--- src/port_ctl_pkg.sv ---
package port_ctl_pkg;

  // Port and store geometry
  localparam int         OUT_W       = 8;
  localparam int         LOWER_CH    = 4;
  localparam int         NV_BYTES    = 6;
  localparam logic [7:0] PTR_NV_END  = 8'h06;
  localparam logic [7:0] PTR_VOL_BASE = 8'h06;
  localparam logic [7:0] PTR_LIMIT   = 8'h0C;
  localparam logic [2:0] IDX_OUT     = 3'h0;
  localparam logic [2:0] IDX_DELAY0  = 3'h1;
  localparam logic [2:0] BIT_LAST    = 3'h7;
  localparam logic [7:0] ELAPSED_MAX = 8'hFF;

  // Serial target address, arbitrary value
  localparam logic [6:0] TARGET_ADDR = 7'h3A;

  // Timing
  localparam int CLK_HZ        = 100_000_000;
  localparam int SCL_MAX_HZ    = 400_000;
  localparam int SCL_HALF_CYC  = CLK_HZ / (2 * SCL_MAX_HZ);
  localparam int SYNC_LATENCY  = 3;
  localparam int TICK_US       = 1000;
  localparam int TICK_CYCLES_DEFAULT = (CLK_HZ / 1_000_000) * TICK_US;

  // Synchroniser bit positions
  localparam int SY_SCL   = 0;
  localparam int SY_SDA   = 1;
  localparam int SY_WP    = 2;
  localparam int SY_PD    = 3;
  localparam int SY_TIMER_ENABLE_IN = 4;
  localparam int SY_RSTN  = 5;
  localparam int SY_W     = 6;

  // Register map (byte addresses)
  localparam int         ADDR_W     = 8;
  localparam logic [7:0] OFS_OUT    = 8'h00;
  localparam logic [7:0] OFS_DELAY  = 8'h04;
  localparam logic [7:0] OFS_STATUS = 8'h08;
  localparam logic [7:0] OFS_NVCTL  = 8'h0C;
  localparam int NV_COMMIT_BIT  = 0;
  localparam int NV_RELOAD_BIT  = 1;
  localparam int NV_REFUSED_BIT = 2;
  localparam logic [1:0] RESP_OKAY   = 2'h0;
  localparam logic [1:0] RESP_SLVERR = 2'h2;

  // Serial target states
  typedef enum logic [8:0] {
    ST_IDLE  = 9'h001,
    ST_ADDR  = 9'h002,
    ST_ACK_A = 9'h004,
    ST_PTR   = 9'h008,
    ST_ACK_P = 9'h010,
    ST_WDATA = 9'h020,
    ST_ACK_W = 9'h040,
    ST_RDATA = 9'h080,
    ST_ACK_R = 9'h100
  } i2c_state_t;

endpackage : port_ctl_pkg

--- src/programmable_port_controller.sv ---
module programmable_port_controller #(
  parameter bit PIN_IS_RESET = 1'b0,
  parameter bit EXT_CLOCK    = 1'b0,
  parameter bit PULLDOWN_PIN = 1'b1,
  parameter int TICK_CYCLES  = port_ctl_pkg::TICK_CYCLES_DEFAULT
) (
  // Clock and reset
  input  wire logic                          aclk,
  input  wire logic                          aresetn,
  // Register bus, write
  input  wire logic [port_ctl_pkg::ADDR_W-1:0] awaddr,
  input  wire logic                          awvalid,
  output logic                               awready,
  input  wire logic [31:0]                   wdata,
  input  wire logic [3:0]                    wstrb,
  input  wire logic                          wvalid,
  output logic                               wready,
  output logic [1:0]                         bresp,
  output logic                               bvalid,
  input  wire logic                          bready,
  // Register bus, read
  input  wire logic [port_ctl_pkg::ADDR_W-1:0] araddr,
  input  wire logic                          arvalid,
  output logic                               arready,
  output logic [31:0]                        rdata,
  output logic [1:0]                         rresp,
  output logic                               rvalid,
  input  wire logic                          rready,
  // Serial bus pins
  input  wire logic                          scl_i,
  output logic                               scl_o,
  output logic                               scl_oe,
  input  wire logic                          sda_i,
  output logic                               sda_o,
  output logic                               sda_oe,
  // Control pins
  input  wire logic                          write_protect,
  input  wire logic                          timer_enable_in,
  input  wire logic                          reset_n_in,
  input  wire logic                          bus_pulldown_n,
  // Output ports
  output logic                               timed_out_0,
  output logic                               timed_out_1,
  output logic                               timed_out_2,
  output logic                               timed_out_3,
  output logic                               fixed_out_4,
  output logic                               fixed_out_5,
  output logic                               fixed_out_6,
  output logic                               fixed_out_7
);

  typedef struct packed {
    logic [port_ctl_pkg::SY_W-1:0] s1;
    logic [port_ctl_pkg::SY_W-1:0] s2;
    logic                        scl_d;
    logic                        sda_d;
    port_ctl_pkg::i2c_state_t    st;
    logic [2:0]                  bitcnt;
    logic                        byte_done;
    logic                        rw;
    logic                        nack;
    logic [7:0]                  shreg;
    logic [7:0]                  ptr;
    logic                        sda_drv;
    logic [5:0][7:0]             nvm;
    logic [5:0][7:0]             vol;
    logic                        timer_enable_in_d;
    logic                        running;
    logic [31:0]                 prescale;
    logic [7:0]                  elapsed;
    logic [3:0]                  inv;
    logic [7:0]                  pins;
    logic                        reload_pend;
    logic                        refused;
    logic                        aw_have;
    logic                        w_have;
    logic [7:0]                  aw_q;
    logic [31:0]                 w_q;
    logic [3:0]                  strb_q;
    logic                        bvalid;
    logic [1:0]                  bresp;
    logic                        rvalid;
    logic [31:0]                 rdata;
    logic [1:0]                  rresp;
  } state_t;

  state_t     r_reg;
  state_t     r_next;
  logic       scl_s;
  logic       sda_s;
  logic       rise;
  logic       fall;
  logic       start_c;
  logic       stop_c;
  logic       wp_s;
  logic       timer_enable_in_eff;
  logic       hold;
  logic       pd_act;
  logic [7:0] rd_byte;
  logic [7:0] rd_next;
  logic [7:0] ptr_inc;

  // Store and register byte seen by the serial bus at a pointer
  function automatic logic [7:0] peek(
    input logic [7:0]      p,
    input logic [5:0][7:0] nvm,
    input logic [5:0][7:0] vol
  );
    logic [7:0] v;
    v = 8'h00;
    if (p < port_ctl_pkg::PTR_NV_END)
      v = nvm[p[2:0]];
    else if (p < port_ctl_pkg::PTR_LIMIT)
      v = vol[3'(p - port_ctl_pkg::PTR_VOL_BASE)];
    return v;
  endfunction : peek

  // Edge and condition detection on synchronised bus lines
  assign scl_s   = r_reg.s2[port_ctl_pkg::SY_SCL];
  assign sda_s   = r_reg.s2[port_ctl_pkg::SY_SDA];
  assign rise    = scl_s & ~r_reg.scl_d;
  assign fall    = ~scl_s & r_reg.scl_d;
  assign start_c = scl_s & r_reg.scl_d & r_reg.sda_d & ~sda_s;
  assign stop_c  = scl_s & r_reg.scl_d & ~r_reg.sda_d & sda_s;
  assign wp_s    = r_reg.s2[port_ctl_pkg::SY_WP];

  // Shared pin options: one function each, never both
  assign timer_enable_in_eff = PIN_IS_RESET ? 1'b0 : r_reg.s2[port_ctl_pkg::SY_TIMER_ENABLE_IN];
  assign hold      = PIN_IS_RESET & ~r_reg.s2[port_ctl_pkg::SY_RSTN];
  // External clock takes the pin over, so no pull-down then
  assign pd_act    = PULLDOWN_PIN & ~EXT_CLOCK
                     & ~r_reg.s2[port_ctl_pkg::SY_PD];

  assign rd_byte = peek(r_reg.ptr, r_reg.nvm, r_reg.vol);
  assign ptr_inc = r_reg.ptr + 8'h01;
  assign rd_next = peek(ptr_inc, r_reg.nvm, r_reg.vol);

  always_comb
  begin
    r_next = r_reg;

    // Two-stage synchronisers for every pin input
    r_next.s1[port_ctl_pkg::SY_SCL]   = scl_i;
    r_next.s1[port_ctl_pkg::SY_SDA]   = sda_i;
    r_next.s1[port_ctl_pkg::SY_WP]    = write_protect;
    r_next.s1[port_ctl_pkg::SY_PD]    = bus_pulldown_n;
    r_next.s1[port_ctl_pkg::SY_TIMER_ENABLE_IN] = timer_enable_in;
    r_next.s1[port_ctl_pkg::SY_RSTN]  = reset_n_in;
    r_next.s2    = r_reg.s1;
    r_next.scl_d = scl_s;
    r_next.sda_d = sda_s;

    // Reload volatile copy once reset has let go
    if (r_reg.reload_pend && !hold)
    begin
      r_next.vol         = r_reg.nvm;
      r_next.reload_pend = 1'b0;
    end

    // Serial target: sample on rising, change data on falling
    if (start_c)
    begin
      r_next.st        = port_ctl_pkg::ST_ADDR;
      r_next.bitcnt    = 3'h0;
      r_next.byte_done = 1'b0;
      r_next.sda_drv   = 1'b0;
    end
    else if (stop_c)
    begin
      r_next.st      = port_ctl_pkg::ST_IDLE;
      r_next.sda_drv = 1'b0;
    end
    else if (rise)
    begin
      case (r_reg.st)
        port_ctl_pkg::ST_ADDR, port_ctl_pkg::ST_PTR, port_ctl_pkg::ST_WDATA:
        begin
          r_next.shreg     = {r_reg.shreg[6:0], sda_s};
          r_next.bitcnt    = r_reg.bitcnt + 3'h1;
          r_next.byte_done = (r_reg.bitcnt == port_ctl_pkg::BIT_LAST);
        end
        port_ctl_pkg::ST_RDATA:
        begin
          r_next.bitcnt    = r_reg.bitcnt + 3'h1;
          r_next.byte_done = (r_reg.bitcnt == port_ctl_pkg::BIT_LAST);
        end
        port_ctl_pkg::ST_ACK_R:
          r_next.nack = sda_s;
        default:
          r_next.st = r_reg.st;
      endcase
    end
    else if (fall)
    begin
      case (r_reg.st)
        port_ctl_pkg::ST_ADDR:
        begin
          if (r_reg.byte_done)
          begin
            r_next.byte_done = 1'b0;
            // Only answer our own address; others are left alone
            if (r_reg.shreg[7:1] == port_ctl_pkg::TARGET_ADDR)
            begin
              r_next.rw      = r_reg.shreg[0];
              r_next.sda_drv = 1'b1;
              r_next.st      = port_ctl_pkg::ST_ACK_A;
            end
            else
              r_next.st = port_ctl_pkg::ST_IDLE;
          end
        end
        port_ctl_pkg::ST_PTR:
        begin
          if (r_reg.byte_done)
          begin
            r_next.byte_done = 1'b0;
            r_next.ptr       = r_reg.shreg;
            r_next.sda_drv   = 1'b1;
            r_next.st        = port_ctl_pkg::ST_ACK_P;
          end
        end
        port_ctl_pkg::ST_WDATA:
        begin
          if (r_reg.byte_done)
          begin
            r_next.byte_done = 1'b0;
            if (r_reg.ptr < port_ctl_pkg::PTR_NV_END)
            begin
              if (!wp_s)
                r_next.nvm[r_reg.ptr[2:0]] = r_reg.shreg;
              r_next.refused = wp_s;
            end
            else if (r_reg.ptr < port_ctl_pkg::PTR_LIMIT)
              r_next.vol[3'(r_reg.ptr - port_ctl_pkg::PTR_VOL_BASE)] = r_reg.shreg;
            // Refused bytes are still acknowledged, as a store would
            r_next.ptr     = ptr_inc;
            r_next.sda_drv = 1'b1;
            r_next.st      = port_ctl_pkg::ST_ACK_W;
          end
        end
        port_ctl_pkg::ST_ACK_A:
        begin
          if (r_reg.rw)
          begin
            r_next.shreg   = rd_byte;
            r_next.sda_drv = ~rd_byte[7];
            r_next.st      = port_ctl_pkg::ST_RDATA;
          end
          else
          begin
            r_next.sda_drv = 1'b0;
            r_next.st      = port_ctl_pkg::ST_PTR;
          end
        end
        port_ctl_pkg::ST_ACK_P, port_ctl_pkg::ST_ACK_W:
        begin
          r_next.sda_drv = 1'b0;
          r_next.st      = port_ctl_pkg::ST_WDATA;
        end
        port_ctl_pkg::ST_RDATA:
        begin
          if (r_reg.byte_done)
          begin
            r_next.byte_done = 1'b0;
            r_next.sda_drv   = 1'b0;
            r_next.st        = port_ctl_pkg::ST_ACK_R;
          end
          else
          begin
            r_next.shreg   = {r_reg.shreg[6:0], 1'b0};
            r_next.sda_drv = ~r_reg.shreg[6];
          end
        end
        port_ctl_pkg::ST_ACK_R:
        begin
          if (!r_reg.nack)
          begin
            r_next.ptr     = ptr_inc;
            r_next.shreg   = rd_next;
            r_next.sda_drv = ~rd_next[7];
            r_next.st      = port_ctl_pkg::ST_RDATA;
          end
          else
            r_next.st = port_ctl_pkg::ST_IDLE;
        end
        default:
          r_next.st = r_reg.st;
      endcase
    end

    // Timer: enable gates it, its rising edge restarts it
    r_next.timer_enable_in_d = timer_enable_in_eff;
    if (!timer_enable_in_eff)
    begin
      r_next.running  = 1'b0;
      r_next.prescale = 32'h0;
      r_next.elapsed  = 8'h00;
      r_next.inv      = 4'h0;
    end
    else if (!r_reg.timer_enable_in_d)
    begin
      r_next.running  = 1'b1;
      r_next.prescale = 32'h0;
      r_next.elapsed  = 8'h00;
      r_next.inv      = 4'h0;
    end
    else if (r_reg.running)
    begin
      if (r_reg.prescale == 32'(TICK_CYCLES - 1))
      begin
        r_next.prescale = 32'h0;
        // Saturate so a long wait never wraps back
        if (r_reg.elapsed != port_ctl_pkg::ELAPSED_MAX)
          r_next.elapsed = r_reg.elapsed + 8'h01;
      end
      else
        r_next.prescale = r_reg.prescale + 32'h1;
      for (int i = 0; i < port_ctl_pkg::LOWER_CH; i++)
        if (r_reg.elapsed >= r_reg.vol[port_ctl_pkg::IDX_DELAY0 + 3'(i)])
          r_next.inv[i] = 1'b1;
    end

    // Register bus: address and data taken in either order
    if (awvalid && awready)
    begin
      r_next.aw_have = 1'b1;
      r_next.aw_q    = awaddr;
    end
    if (wvalid && wready)
    begin
      r_next.w_have = 1'b1;
      r_next.w_q    = wdata;
      r_next.strb_q = wstrb;
    end
    if (r_reg.bvalid && bready)
      r_next.bvalid = 1'b0;
    if (r_reg.aw_have && r_reg.w_have)
    begin
      r_next.aw_have = 1'b0;
      r_next.w_have  = 1'b0;
      r_next.bvalid  = 1'b1;
      r_next.bresp   = port_ctl_pkg::RESP_OKAY;
      case (r_reg.aw_q)
        port_ctl_pkg::OFS_OUT:
          if (r_reg.strb_q[0])
            r_next.vol[port_ctl_pkg::IDX_OUT] = r_reg.w_q[7:0];
        port_ctl_pkg::OFS_DELAY:
          for (int i = 0; i < port_ctl_pkg::LOWER_CH; i++)
            if (r_reg.strb_q[i])
              r_next.vol[port_ctl_pkg::IDX_DELAY0 + 3'(i)] = r_reg.w_q[8*i +: 8];
        port_ctl_pkg::OFS_STATUS:
          r_next.bresp = port_ctl_pkg::RESP_OKAY;
        port_ctl_pkg::OFS_NVCTL:
        begin
          if (r_reg.strb_q[0] && r_reg.w_q[port_ctl_pkg::NV_COMMIT_BIT])
          begin
            if (!wp_s)
              r_next.nvm = r_reg.vol;
            r_next.refused = wp_s;
          end
          if (r_reg.strb_q[0] && r_reg.w_q[port_ctl_pkg::NV_RELOAD_BIT])
            r_next.vol = r_reg.nvm;
        end
        default:
          r_next.bresp = port_ctl_pkg::RESP_SLVERR;
      endcase
    end
    if (r_reg.rvalid && rready)
      r_next.rvalid = 1'b0;
    if (arvalid && arready)
    begin
      r_next.rvalid = 1'b1;
      r_next.rresp  = port_ctl_pkg::RESP_OKAY;
      r_next.rdata  = 32'h0;
      case (araddr)
        port_ctl_pkg::OFS_OUT:
          r_next.rdata[7:0] = r_reg.vol[port_ctl_pkg::IDX_OUT];
        port_ctl_pkg::OFS_DELAY:
          r_next.rdata = r_reg.vol[4:1];
        port_ctl_pkg::OFS_STATUS:
          r_next.rdata[11:0] = {hold, pd_act, wp_s, r_reg.running, r_reg.pins};
        port_ctl_pkg::OFS_NVCTL:
          r_next.rdata[port_ctl_pkg::NV_REFUSED_BIT] = r_reg.refused;
        default:
          r_next.rresp = port_ctl_pkg::RESP_SLVERR;
      endcase
    end

    // Reset pin low keeps the core initialised; store is kept
    if (hold)
    begin
      r_next.st          = port_ctl_pkg::ST_IDLE;
      r_next.sda_drv     = 1'b0;
      r_next.running     = 1'b0;
      r_next.prescale    = 32'h0;
      r_next.elapsed     = 8'h00;
      r_next.inv         = 4'h0;
      r_next.reload_pend = 1'b1;
    end

    // Lower channels may invert, upper ones never do
    r_next.pins = r_next.vol[port_ctl_pkg::IDX_OUT]
                  ^ {4'h0, r_next.inv};

    // Synchronous reset: idle bus, lines seen high, reload armed
    if (!aresetn)
    begin
      r_next             = '0;
      r_next.s1          = '1;
      r_next.s2          = '1;
      r_next.scl_d       = 1'b1;
      r_next.sda_d       = 1'b1;
      r_next.timer_enable_in_d     = 1'b1;
      r_next.st          = port_ctl_pkg::ST_IDLE;
      r_next.reload_pend = 1'b1;
    end
  end

  // Single state register
  always_ff @(posedge aclk)
  begin
    r_reg <= r_next;
  end

  // Bus handshakes, one transfer of each kind at a time
  assign awready = ~r_reg.aw_have & ~r_reg.bvalid;
  assign wready  = ~r_reg.w_have & ~r_reg.bvalid;
  assign bvalid  = r_reg.bvalid;
  assign bresp   = r_reg.bresp;
  assign arready = ~r_reg.rvalid;
  assign rvalid  = r_reg.rvalid;
  assign rdata   = r_reg.rdata;
  assign rresp   = r_reg.rresp;

  // Open-drain lines: only ever pulled low
  assign sda_o  = 1'b0;
  assign sda_oe = r_reg.sda_drv | pd_act;
  assign scl_o  = 1'b0;
  assign scl_oe = pd_act;

  // Output ports straight from the pin register
  assign timed_out_0 = r_reg.pins[0];
  assign timed_out_1 = r_reg.pins[1];
  assign timed_out_2 = r_reg.pins[2];
  assign timed_out_3 = r_reg.pins[3];
  assign fixed_out_4 = r_reg.pins[4];
  assign fixed_out_5 = r_reg.pins[5];
  assign fixed_out_6 = r_reg.pins[6];
  assign fixed_out_7 = r_reg.pins[7];

endmodule : programmable_port_controller

--- config.mk ---
export PLATFORM = sky130hd
export DESIGN_NAME = programmable_port_controller
export DESIGN_NICKNAME = d
export VERILOG_FILES = /design/src/port_ctl_pkg.sv /design/src/programmable_port_controller.sv
export SDC_FILE = /design/constraint.sdc
export NUM_CORES = 1
export LEC_CHECK = 0
export BUFFER_PORTS_ARGS = -buffer_cell sky130_fd_sc_hd__buf_2
export CAP_MARGIN = 20
export CORE_ASPECT_RATIO = 1.1
export CORE_MARGIN = 3
export CORE_UTILIZATION = 66
export CTS_CLUSTER_SIZE = 10
export DETAILED_ROUTE_END_ITERATION = 16
export PLACE_DENSITY = 0.9
export SLEW_MARGIN = 15
export SYNTH_ARGS = -nofsm -noshare
export SYNTH_HDL_FRONTEND = slang
export SYNTH_SLANG_ARGS = --single-unit
--- constraint.sdc ---
create_clock -name aclk -period 7.4 [get_ports aclk]
set_clock_uncertainty 0.1 [all_clocks]
set_input_delay 0 -clock aclk [delete_from_list [all_inputs] [get_ports aclk]]
set_output_delay 0 -clock aclk [all_outputs]
set_load 0.005 [all_outputs]
# After elaboration in Yosys (flattened, before gate mapping)
# Cells that the tools add are included.
[classes]
addsub = 6
order_cmp = 14
eq_ne = 36
n_reduce_logical = 44
bitwise_logic = 27
mux = 115
[op_table]
columns = ["operator", "n"]
rows = [
  ["$mux W113", 4],
  ["$mux W48", 8],
  ["$mux W96", 4],
  ["$mux W105", 2],
  ["$mux W8", 22],
  ["$bmux W8 S3", 4],
  ["$bwmux W48", 2],
  ["$mux W86", 1],
  ["$pmux W32 S2", 1],
  ["$pmux W9 S7", 1],
  ["$mux W56", 1],
  ["$demux W8 S3", 2],
  ["$pmux W8 S3", 2],
  ["$mux W9", 5],
  ["$mux W36", 1],
  ["$mux W35", 1],
  ["$ne A5 B5 Y1 const B", 7],
  ["$add A32 B1 Y32 const B", 1],
  ["$eq A32 B17 Y1 const B", 1],
  ["$eq A8 B4 Y1 const B", 4],
  ["$ge A8 B8 Y1", 4],
  ["$mux W32", 1],
  ["$mux W1", 28],
  ["$reduce_and A8 Y1", 3],
  ["57 further kinds", 132],
]
[word_totals]
elab_cells = 285
register_bits = 280
input_bits = 65
out_inout_bits = 53

# Longest topological paths before layout
# Gate-level depths: netlist (run 1).
[depth]
word_depth = 22
mapped_depth = 11
mapped_depth_nobuf = 9

# Worst setup path after synthesis (run 1)
# Ideal clock, no wire load.
[synth_path]
path_kind = "register -> register"
from = "reg r_reg[239] (netlist bit)"
to = "reg r_reg[245] (netlist bit)"
path_stages_with_launch = 11
slack_ns = 4.786
required_ns = 7.241
n_path_buf = 2
t_arrival_ns = 2.455
synth_period_minus_slack_ns = 2.614
setup_time_ns = 0.059
path_cell_list = "dfxtp_1 -> buf_2 -> clkinv_1 -> ha_1 -> clkbuf_1 -> nand3_1 -> a311oi_1 -> a31oi_1 -> or4_1 -> nand3_1 -> o221a_2"
[synth_between]
elab_chain_cells = 13
elab_cells_between_ends = 27
cone_classes = "3 x add/sub; 4 x order compare; 20 x mux"
[synth_rtl]
columns = ["element", "line", "text"]
rows = [
  ["start, declared", "programmable_port_controller.sv:87", "state_t r_reg;"],
  ["start signal, assigned", "programmable_port_controller.sv:422", "r_reg <= r_next;"],
  ["$add A8 B1 Y8", "programmable_port_controller.sv:135", "assign ptr_inc = r_reg.ptr + 8'h01;"],
  ["$sub A3 B3 Y3", "programmable_port_controller.sv:114", "v = vol[3'(p - port_ctl_pkg::PTR_VOL_BASE)];"],
  ["$bmux W8 S3", "programmable_port_controller.sv:114", ""],
  ["$mux W8 (not written as such)", "programmable_port_controller.sv:114", ""],
  ["$mux W8", "programmable_port_controller.sv:113", "else if (p < port_ctl_pkg::PTR_LIMIT)"],
  ["$mux W8", "programmable_port_controller.sv:111", "if (p < port_ctl_pkg::PTR_NV_END)"],
  ["$mux W17", "programmable_port_controller.sv:276", "if (!r_reg.nack)"],
  ["$pmux W8 S3 *", "programmable_port_controller.sv:195", "case (r_reg.st)"],
  ["$mux W113 *", "programmable_port_controller.sv:193", "else if (fall)"],
  ["$mux W113 *", "programmable_port_controller.sv:173", "else if (rise)"],
  ["$mux W113 *", "programmable_port_controller.sv:168", "else if (stop_c)"],
  ["$mux W113 *", "programmable_port_controller.sv:161", "if (start_c)"],
  ["$mux W8 *", "programmable_port_controller.sv:173", ""],
]
# Every way passes the cells marked *; elsewhere a longest branch is shown, timed or not. The select of a mux whose other input is x is not followed.
# A chain may end at the register's enable or synchronous reset.

# Worst setup path in the final report (run 1)
[layout_path]
from = "reg r_reg[83] (netlist bit)"
to = "reg r_reg[213] (netlist bit)"
[layout_between]
elab_chain_cells = 2
[layout_rtl]
columns = ["element", "line", "text"]
rows = [
  ["$logic_and A1 B1 Y1", "programmable_port_controller.sv:337", "if (r_reg.aw_have && r_reg.w_have)"],
  ["$mux W96", "programmable_port_controller.sv:337", ""],
]
# No other way between the ends.

==> results of run 1 <==
-- synthesized netlist by cell type, types with 4 or more instances --
library cell | n | area [µm²]
xor2_1 | 31 | 272
a22o_1 | 14 | 123
a21oi_1 | 115 | 576
o22ai_1 | 21 | 131
nand4_1 | 22 | 138
and4b_1 | 4 | 40.0
nor2_1 | 158 | 593
dfxtp_1 | 274 | 5490
nor3_1 | 33 | 165
o211ai_1 | 37 | 278
xnor2_1 | 17 | 149
nor4_1 | 7 | 43.8
mux4_2 | 33 | 743
mux2_2 | 9 | 101
nor3b_1 | 4 | 30.0
o32ai_1 | 5 | 43.8
buf_4 | 42 | 315
and3_1 | 18 | 113
ha_1 | 44 | 551
a31oi_1 | 10 | 62.6
o21ai_1 | 65 | 325
nand3_1 | 61 | 305
a21o_1 | 15 | 113
nand3b_1 | 6 | 45.0
a21boi_1 | 4 | 30.0
a22oi_1 | 61 | 458
and2_1 | 13 | 81.3
o21ai_0 | 93 | 465
buf_2 | 31 | 155
mux2i_1 | 104 | 1040
and4_1 | 7 | 61.3
buf_1 | 13 | 48.8
nand2_1 | 306 | 1150
nand2b_1 | 24 | 150
a211oi_1 | 9 | 67.6
o2111ai_1 | 4 | 35.0
or3_1 | 11 | 68.8
nor2b_1 | 17 | 106
clkbuf_1 | 78 | 293
inv_1 | 53 | 199
-- critical path: stages (launching register included) --
cell and delay, ps:
dfxtp_1 430, and2_0 840, nand2_2 270, nor3_1 540
nor3b_4 800, buf_4 480, nand2_1 120, o21ai_0 110
-- power breakdown --
group          switching (W)  total [W]  internal [W]
Clock               0.000588    0.00134      0.000752
Sequential         0.0000355    0.00154       0.00150
Combinational       0.000138   0.000229     0.0000908
Total               0.000762    0.00311       0.00235
-- kinds of logic after synthesis --
logic type	synth area share
AOI/OAI and AO/OA	0.197
xor gates and xnor gates	0.0263
adders and majority gates	0.0345
buffers and inverters	0.0656
DFF	0.344
muxes	0.118
other	0.000235
and+or+nand+nor	0.215
-- per-stage QoR --
step	worst slack [ps]	hold WS [ps]
CTS	3840	33.6
global route	3560	70.0
finish	3590	33.3
floorplan	4790	0.0571
global placement	3950	79.3
detailed placement	3890	86.2
-- metal layers --
metal	vias up	global-route usage	part of all wire
li1	7085	-	-
met1	7497	0.526	0.37
met2	1101	0.637	0.43
met3	252	0.0928	0.12
met4	0	0.227	0.072
met5	-	0	0
-- how the worst max path moves through the flow --
stage               startpoint    endpoint  depth (start not counted)
floorplan           r_reg[239]  r_reg[245]                         10
global placement    r_reg[239]  r_reg[236]                          9
detailed placement  r_reg[239]  r_reg[236]                          9
CTS                  r_reg[83]  r_reg[213]                          7
global route         r_reg[82]  r_reg[213]                          7
finish               r_reg[83]  r_reg[213]                          7
-- layout make-up --
class	count	area, µm²	area share
clock buffers	36	805	0.0450
well taps	305	382	0.0213
flip-flops and latches	274	5490	0.307
repair buffers	209	1510	0.0846
multi-input cells	1459	9460	0.529
inverters	54	205	0.0115
clock inverters	1	20.0	0.00112
-- cells in the final DEF, fill, tap and decap left out, types with 7 or more instances in the layout --
cell | synthesis | layout
nor2_1 | 158 | 158
nor3_1 | 33 | 33
inv_1 | 53 | 52
buf_2 | 31 | 112
dlygate4sd3_1 | 0 | 81
nand2_1 | 306 | 306
o211ai_1 | 37 | 37
ha_1 | 44 | 44
o22ai_1 | 21 | 21
and4_1 | 7 | 7
nand2b_1 | 24 | 24
nand4_1 | 22 | 22
nand3_1 | 61 | 61
and2_1 | 13 | 12
a21oi_1 | 115 | 115
a21o_1 | 15 | 15
buf_4 | 42 | 14
clkbuf_16 | 0 | 31
or3_1 | 11 | 11
o21ai_1 | 65 | 65
o21ai_0 | 93 | 93
a22o_1 | 14 | 14
mux2_2 | 9 | 9
nor4_1 | 7 | 7
mux4_2 | 33 | 33
a22oi_1 | 61 | 61
xnor2_1 | 17 | 17
a211oi_1 | 9 | 9
nor2b_1 | 17 | 17
mux2i_1 | 104 | 104
xor2_1 | 31 | 31
a31oi_1 | 10 | 10
and3_1 | 18 | 18
dfxtp_1 | 274 | 272
-- timing repair --
action,4_1_cts,5_1_grt
hold endpoints to repair,76,7
hold buffers,80,1
endpoints found under the setup margin,0,0
==> flow_metrics.py, run 1 <==
metrics = {
    "detailed_routing": {
        "wirelength_um": 54900,
        "wl_per_cell_um": 23.5,
        "via_count": 15900,
        "drt_iter0_drc": 1939,
        "route.detailed.drc": 0,
        "drt-vias-per-instance": 6.82,
        "drtAntennaViolNets": 0,
        "dr.pass1.iters": 6,
    },
    "critical_path": {
        "end_kind": "flip-flop",
        "cp_max_fo": 31,
        "r2r_cells": 7,
        "cp_data_arrival_time_ps": 4200,
        "crit_required_ps": 7790,
        "timing.reg2reg.setup_slack_ps": 3590,
        "worstSetupPathType": "reg2reg",
        "r2r_start": "r_reg[83]",
        "start_kind": "flip-flop",
        "r2r-end": "r_reg[213]",
    },
    "cts": {
        "cts.root.buffer_cell": "clkbuf_16",
        "cts_buffers": 31,
        "cts_resized": 0,
        "clk_pin_slew_ps": 60,
        "cts.sinks": 274,
        "cts_tree": "done",
        "insertion_delay_ps": 580,
        "clockBufferDepth": 3,
        "cts_setup_buffers": 0,
        "cts_max_level": 1,
    },
    "pwr": {
        "power_density_nw_per_um2": 174,
        "ir_drop_mv": 0.188,
        "p_leak_nw": 6.89,
        "p_total_w": 0.00311,
    },
    "synthesis": {
        "syn_area_per_cell_um2": 8.18,
        "synthDistinctLibCells": 89,
        "synth_flop_cell": "dfxtp_1",
        "synthArstFlopShare": 0,
        "yosysWarnings": 0,
        "ys_ff_latch": 274,
        "yosysSeqAreaShare": 0.344,
        "synth_cells": 1952,
        "netlist_area_um2": 16000,
        "synth_edf_count": 0,
    },
    "placement": {
        "placed_area_um2": 16200,
        "gp_congestion": 1.04,
        "dp_hpwl_um": 37100,
        "dp_cells": 2218,
        "portBuffers": 112,
    },
    "global_route": {
        "grt-ovfl-total": 0,
        "grt_usage": 0.408,
        "grt_max_degree": 78,
        "grt_first_pass_wirelength_um": 85100,
        "grt_antenna_before_repair": 0,
        "grt_pass1_vias": 15100,
    },
    "min_path": {
        "min_delay_worst_endpoint": "r_reg[278]",
        "hp-class": "in2reg",
        "hold_depth": 3,
        "worstHoldStart": "write_protect",
    },
    "flow_run": {
        "maxCapViolCount": 0,
    },
    "final_layout": {
        "final_net_count": 2138,
        "drive_above_1_share": 0.118,
        "final_cells": 2338,
        "final_util": 0.754,
        "num_antenna_cells": 0,
        "largest_register_ffs": 234,
        "fillers": 1627,
        "synthToLayoutAreaGrowth_pct": 12.0,
        "design_area_um2": 17900,
    },
    "floorplanning": {
        "dieHeight_um": 169,
        "fp.dieW_um": 154,
        "io_pins": 118,
        "start_util": 0.673,
        "dieArea_um2": 26100,
        "coreArea_um2": 23700,
        "rows": 59,
    },
    "sta": {
        "slew_headroom": 0.291,
        "finalHoldViolCount": 0,
        "drv_slew": 0,
        "max_slew.worst_pin.slew_ps": 1050,
        "setup_viol": 0,
        "fin_crit_ps": 3810,
        "period_share": 0.515,
        "rsz0062_at_grt": "no",
        "fin_tns_setup_ps": 0,
        "fmax_ghz": 0.262,
    },
    "outcome": {
        "status": "finished clean",
    },
}
Power figures use the tool's default switching activity.
==> inputs of run 2 (changes only) <==
CORE_UTILIZATION = 61   (was 66)
PLACE_DENSITY = 0.85   (was 0.9)
clock period = 3.65 ns   (was 7.4 ns; I/O delays follow)
==> run 2 against run 1 <==
  * The flow now finishes with violations (hold timing)
  * Clock power up 140%
  * Sequential power grew 100%
  * Die area rose by 7.9%
  * Worst setup slack worse by 3100 ps
==> flow_metrics.py, run 2 (synthesis gave the netlist of run 1 again) <==
metrics = {
    "outcome": {
        "status": "finished with violations",
        "violations": "hold timing",
    },
    "sta": {
        "whs_ps": -27.7,
        "setup_viol": 0,
        "setup_slack_ps": 458,
        "finalHoldViolCount": 5,
        "fin_crit_ps": 3190,
        "slew_headroom": 0.283,
        "fin_tns_setup_ps": 0,
        "fmax_ghz": 0.313,
        "period_share": 0.875,
        "max_slew.worst_pin.slew_ps": 1070,
        "rsz0062_at_grt": "no",
        "drv_slew": 0,
    },
    "floorplanning": {
        "dieArea_um2": 28100,
        "io_pins": 118,
        "dieHeight_um": 176,
        "start_util": 0.626,
        "rows": 61,
        "coreArea_um2": 25500,
        "fp.dieW_um": 160,
    },
    "critical_path": {
        "crit_path_start": "r_reg[269]",
        "r2r-end": "r_reg[226]",
        "critPathSlowestCell": "nor4_2",
        "timing.reg2reg.setup_slack_ps": 460,
        "end_kind": "flip-flop",
        "worst-path-buf-inv": 1,
        "worstSetupPathType": "reg2reg",
        "r2r_start": "r_reg[269]",
        "max_stage_delay_ps": 520,
        "crit_required_ps": 3980,
        "crit_family": "simple AND/OR/NAND/NOR gates",
        "r2r_cells": 9,
        "cp_max_fo": 13,
        "critical_path_depth": 9,
        "path_cells": "inv_1 -> ha_1 -> nand3b_1 -> a21oi_1 -> o2111ai_1 -> nor4_2 -> nand2_1 -> mux2i_1 -> o21ai_0",
        "start_kind": "flip-flop",
        "worstSetupEndpoint": "r_reg[226]",
        "cp_data_arrival_time_ps": 3520,
    },
    "global_route": {
        "grt_first_pass_wirelength_um": 84000,
        "grt_usage": 0.375,
        "grt_antenna_before_repair": 0,
        "grt-ovfl-total": 0,
        "grt_max_degree": 83,
        "grt_pass1_vias": 15000,
    },
    "pwr": {
        "sequentialPowerShare": 0.461,
        "sw_frac_of_total": 0.238,
        "pwr-share-comb": 0.069,
        "pwr-share-clk": 0.470,
        "ir_drop_mv": 0.465,
        "p_switching_w": 0.00161,
        "p_leak_nw": 7.07,
        "power_density_nw_per_um2": 371,
        "internal-power_w": 0.00515,
    },
    "detailed_routing": {
        "drt-vias-per-instance": 6.58,
        "dr.pass1.iters": 6,
        "drt_iter0_drc": 2274,
        "route.detailed.drc": 0,
        "wl_per_cell_um": 22.5,
        "via_count": 15800,
        "wirelength_um": 54100,
        "drtAntennaViolNets": 0,
    },
    "cts": {
        "insertion_delay_ps": 520,
        "cts_buffers": 34,
        "cts.sinks": 274,
        "cts_max_level": 2,
        "clk_pin_slew_ps": 60,
        "clockBufferDepth": 3,
        "cts.root.buffer_cell": "clkbuf_16",
        "cts_tree": "done",
    },
    "final_layout": {
        "largest_register_ffs": 234,
        "num_antenna_cells": 0,
        "synthToLayoutAreaGrowth_pct": 14.3,
        "final_cell_mix": "306 x nand2_1, 272 x dfxtp_1, 158 x nor2_1",
        "final_util": 0.715,
        "fillers": 1924,
        "drive_above_1_share": 0.130,
        "final_common_cell": "nand2_1",
        "final_net_count": 2157,
        "design_area_um2": 18200,
    },
    "placement": {
        "gp_congestion": 1.04,
        "placed_area_um2": 16400,
        "dp_slack_ps": 596,
        "dp_hpwl_um": 37300,
        "portBuffers": 112,
    },
    "flow_run": {
        "maxCapViolCount": 0,
    },
    "min_path": {
        "hp-class": "in2reg",
    },
}
run 2: changes by cell type in the layout (fill, tap and decap cells not counted), moves of 2 or more:
cell,before,now
buf_4,14,34
clkbuf_16,31,35
dlygate4sd3_1,81,78
bufinv_16,0,2
run 2: per-stage QoR:
step	hold WS, ps	power (W)	cells
after floorplan	0.0571	0.00341	1955
after global placement	82.2	0.00353	2279
after detailed placement	85.2	0.00354	2279
after CTS	23.8	0.00673	2403
after global routing	34.0	0.00693	2404
final	-27.7	0.00676	2404
run 2: repair_timing:
action	CTS	global route
setup endpoints to repair	0	0
setup buffers	0	0
resized for setup	0	0
endpoints found under the hold margin	73	0
hold buffers	78	0
run 2: worst min-delay path by stage:
stage | depth (start not counted) | slack, ps | to | from
floorplan | 1 | 0.06 | rvalid | rready
global placement | 2 | 80 | r_reg[279] | bus_pulldown_n
detailed placement | 2 | 90 | r_reg[278] | write_protect
CTS | 6 | 20 | rdata[6] | araddr[1]
global route | 4 | 30 | r_reg[47] | wvalid
finish | 4 | -30 | r_reg[46] | wvalid
run 2: layer usage:
layer  vias to the layer above  routed length (µm)  GRT usage
met1                      7373               20800      0.489
li1                       7143                   -          -
met5                         -                   0          0
met3                       229                6650     0.0877
met4                         0                3340      0.188
met2                      1070               23300      0.584
run 2: power groups by stage:
stage                     Sequential, W  Clock [W]  Combinational [W]
final                           0.00312    0.00318           0.000464
after global placement          0.00317          0           0.000357
after floorplan                 0.00314          0           0.000272
after detailed placement        0.00317          0           0.000366
after CTS                       0.00311    0.00319           0.000434
after global routing            0.00312    0.00331           0.000502
run 2: worst reg2reg max path, delay by kind of cell (launching register included):
kind                       cells  cell delay, ps
adders and majority gates      1             360
DFF                            1             360
AOI/OAI and AO/OA              3             730
muxes                          1             220
buffers and inverters          1              60
and+or+nand+nor                3            1270
run 2: layout make-up:
cell class | instances | area [µm²] | share of cell area
Sequential cell | 274 | 5490 | 0.301
Tap cell | 346 | 433 | 0.0237
Clock inverter | 4 | 88.8 | 0.00487
Inverter | 54 | 204 | 0.0112
Clock buffer | 42 | 922 | 0.0506
Timing Repair Buffer | 225 | 1620 | 0.0891
Multi-Input combinational cell | 1459 | 9470 | 0.519
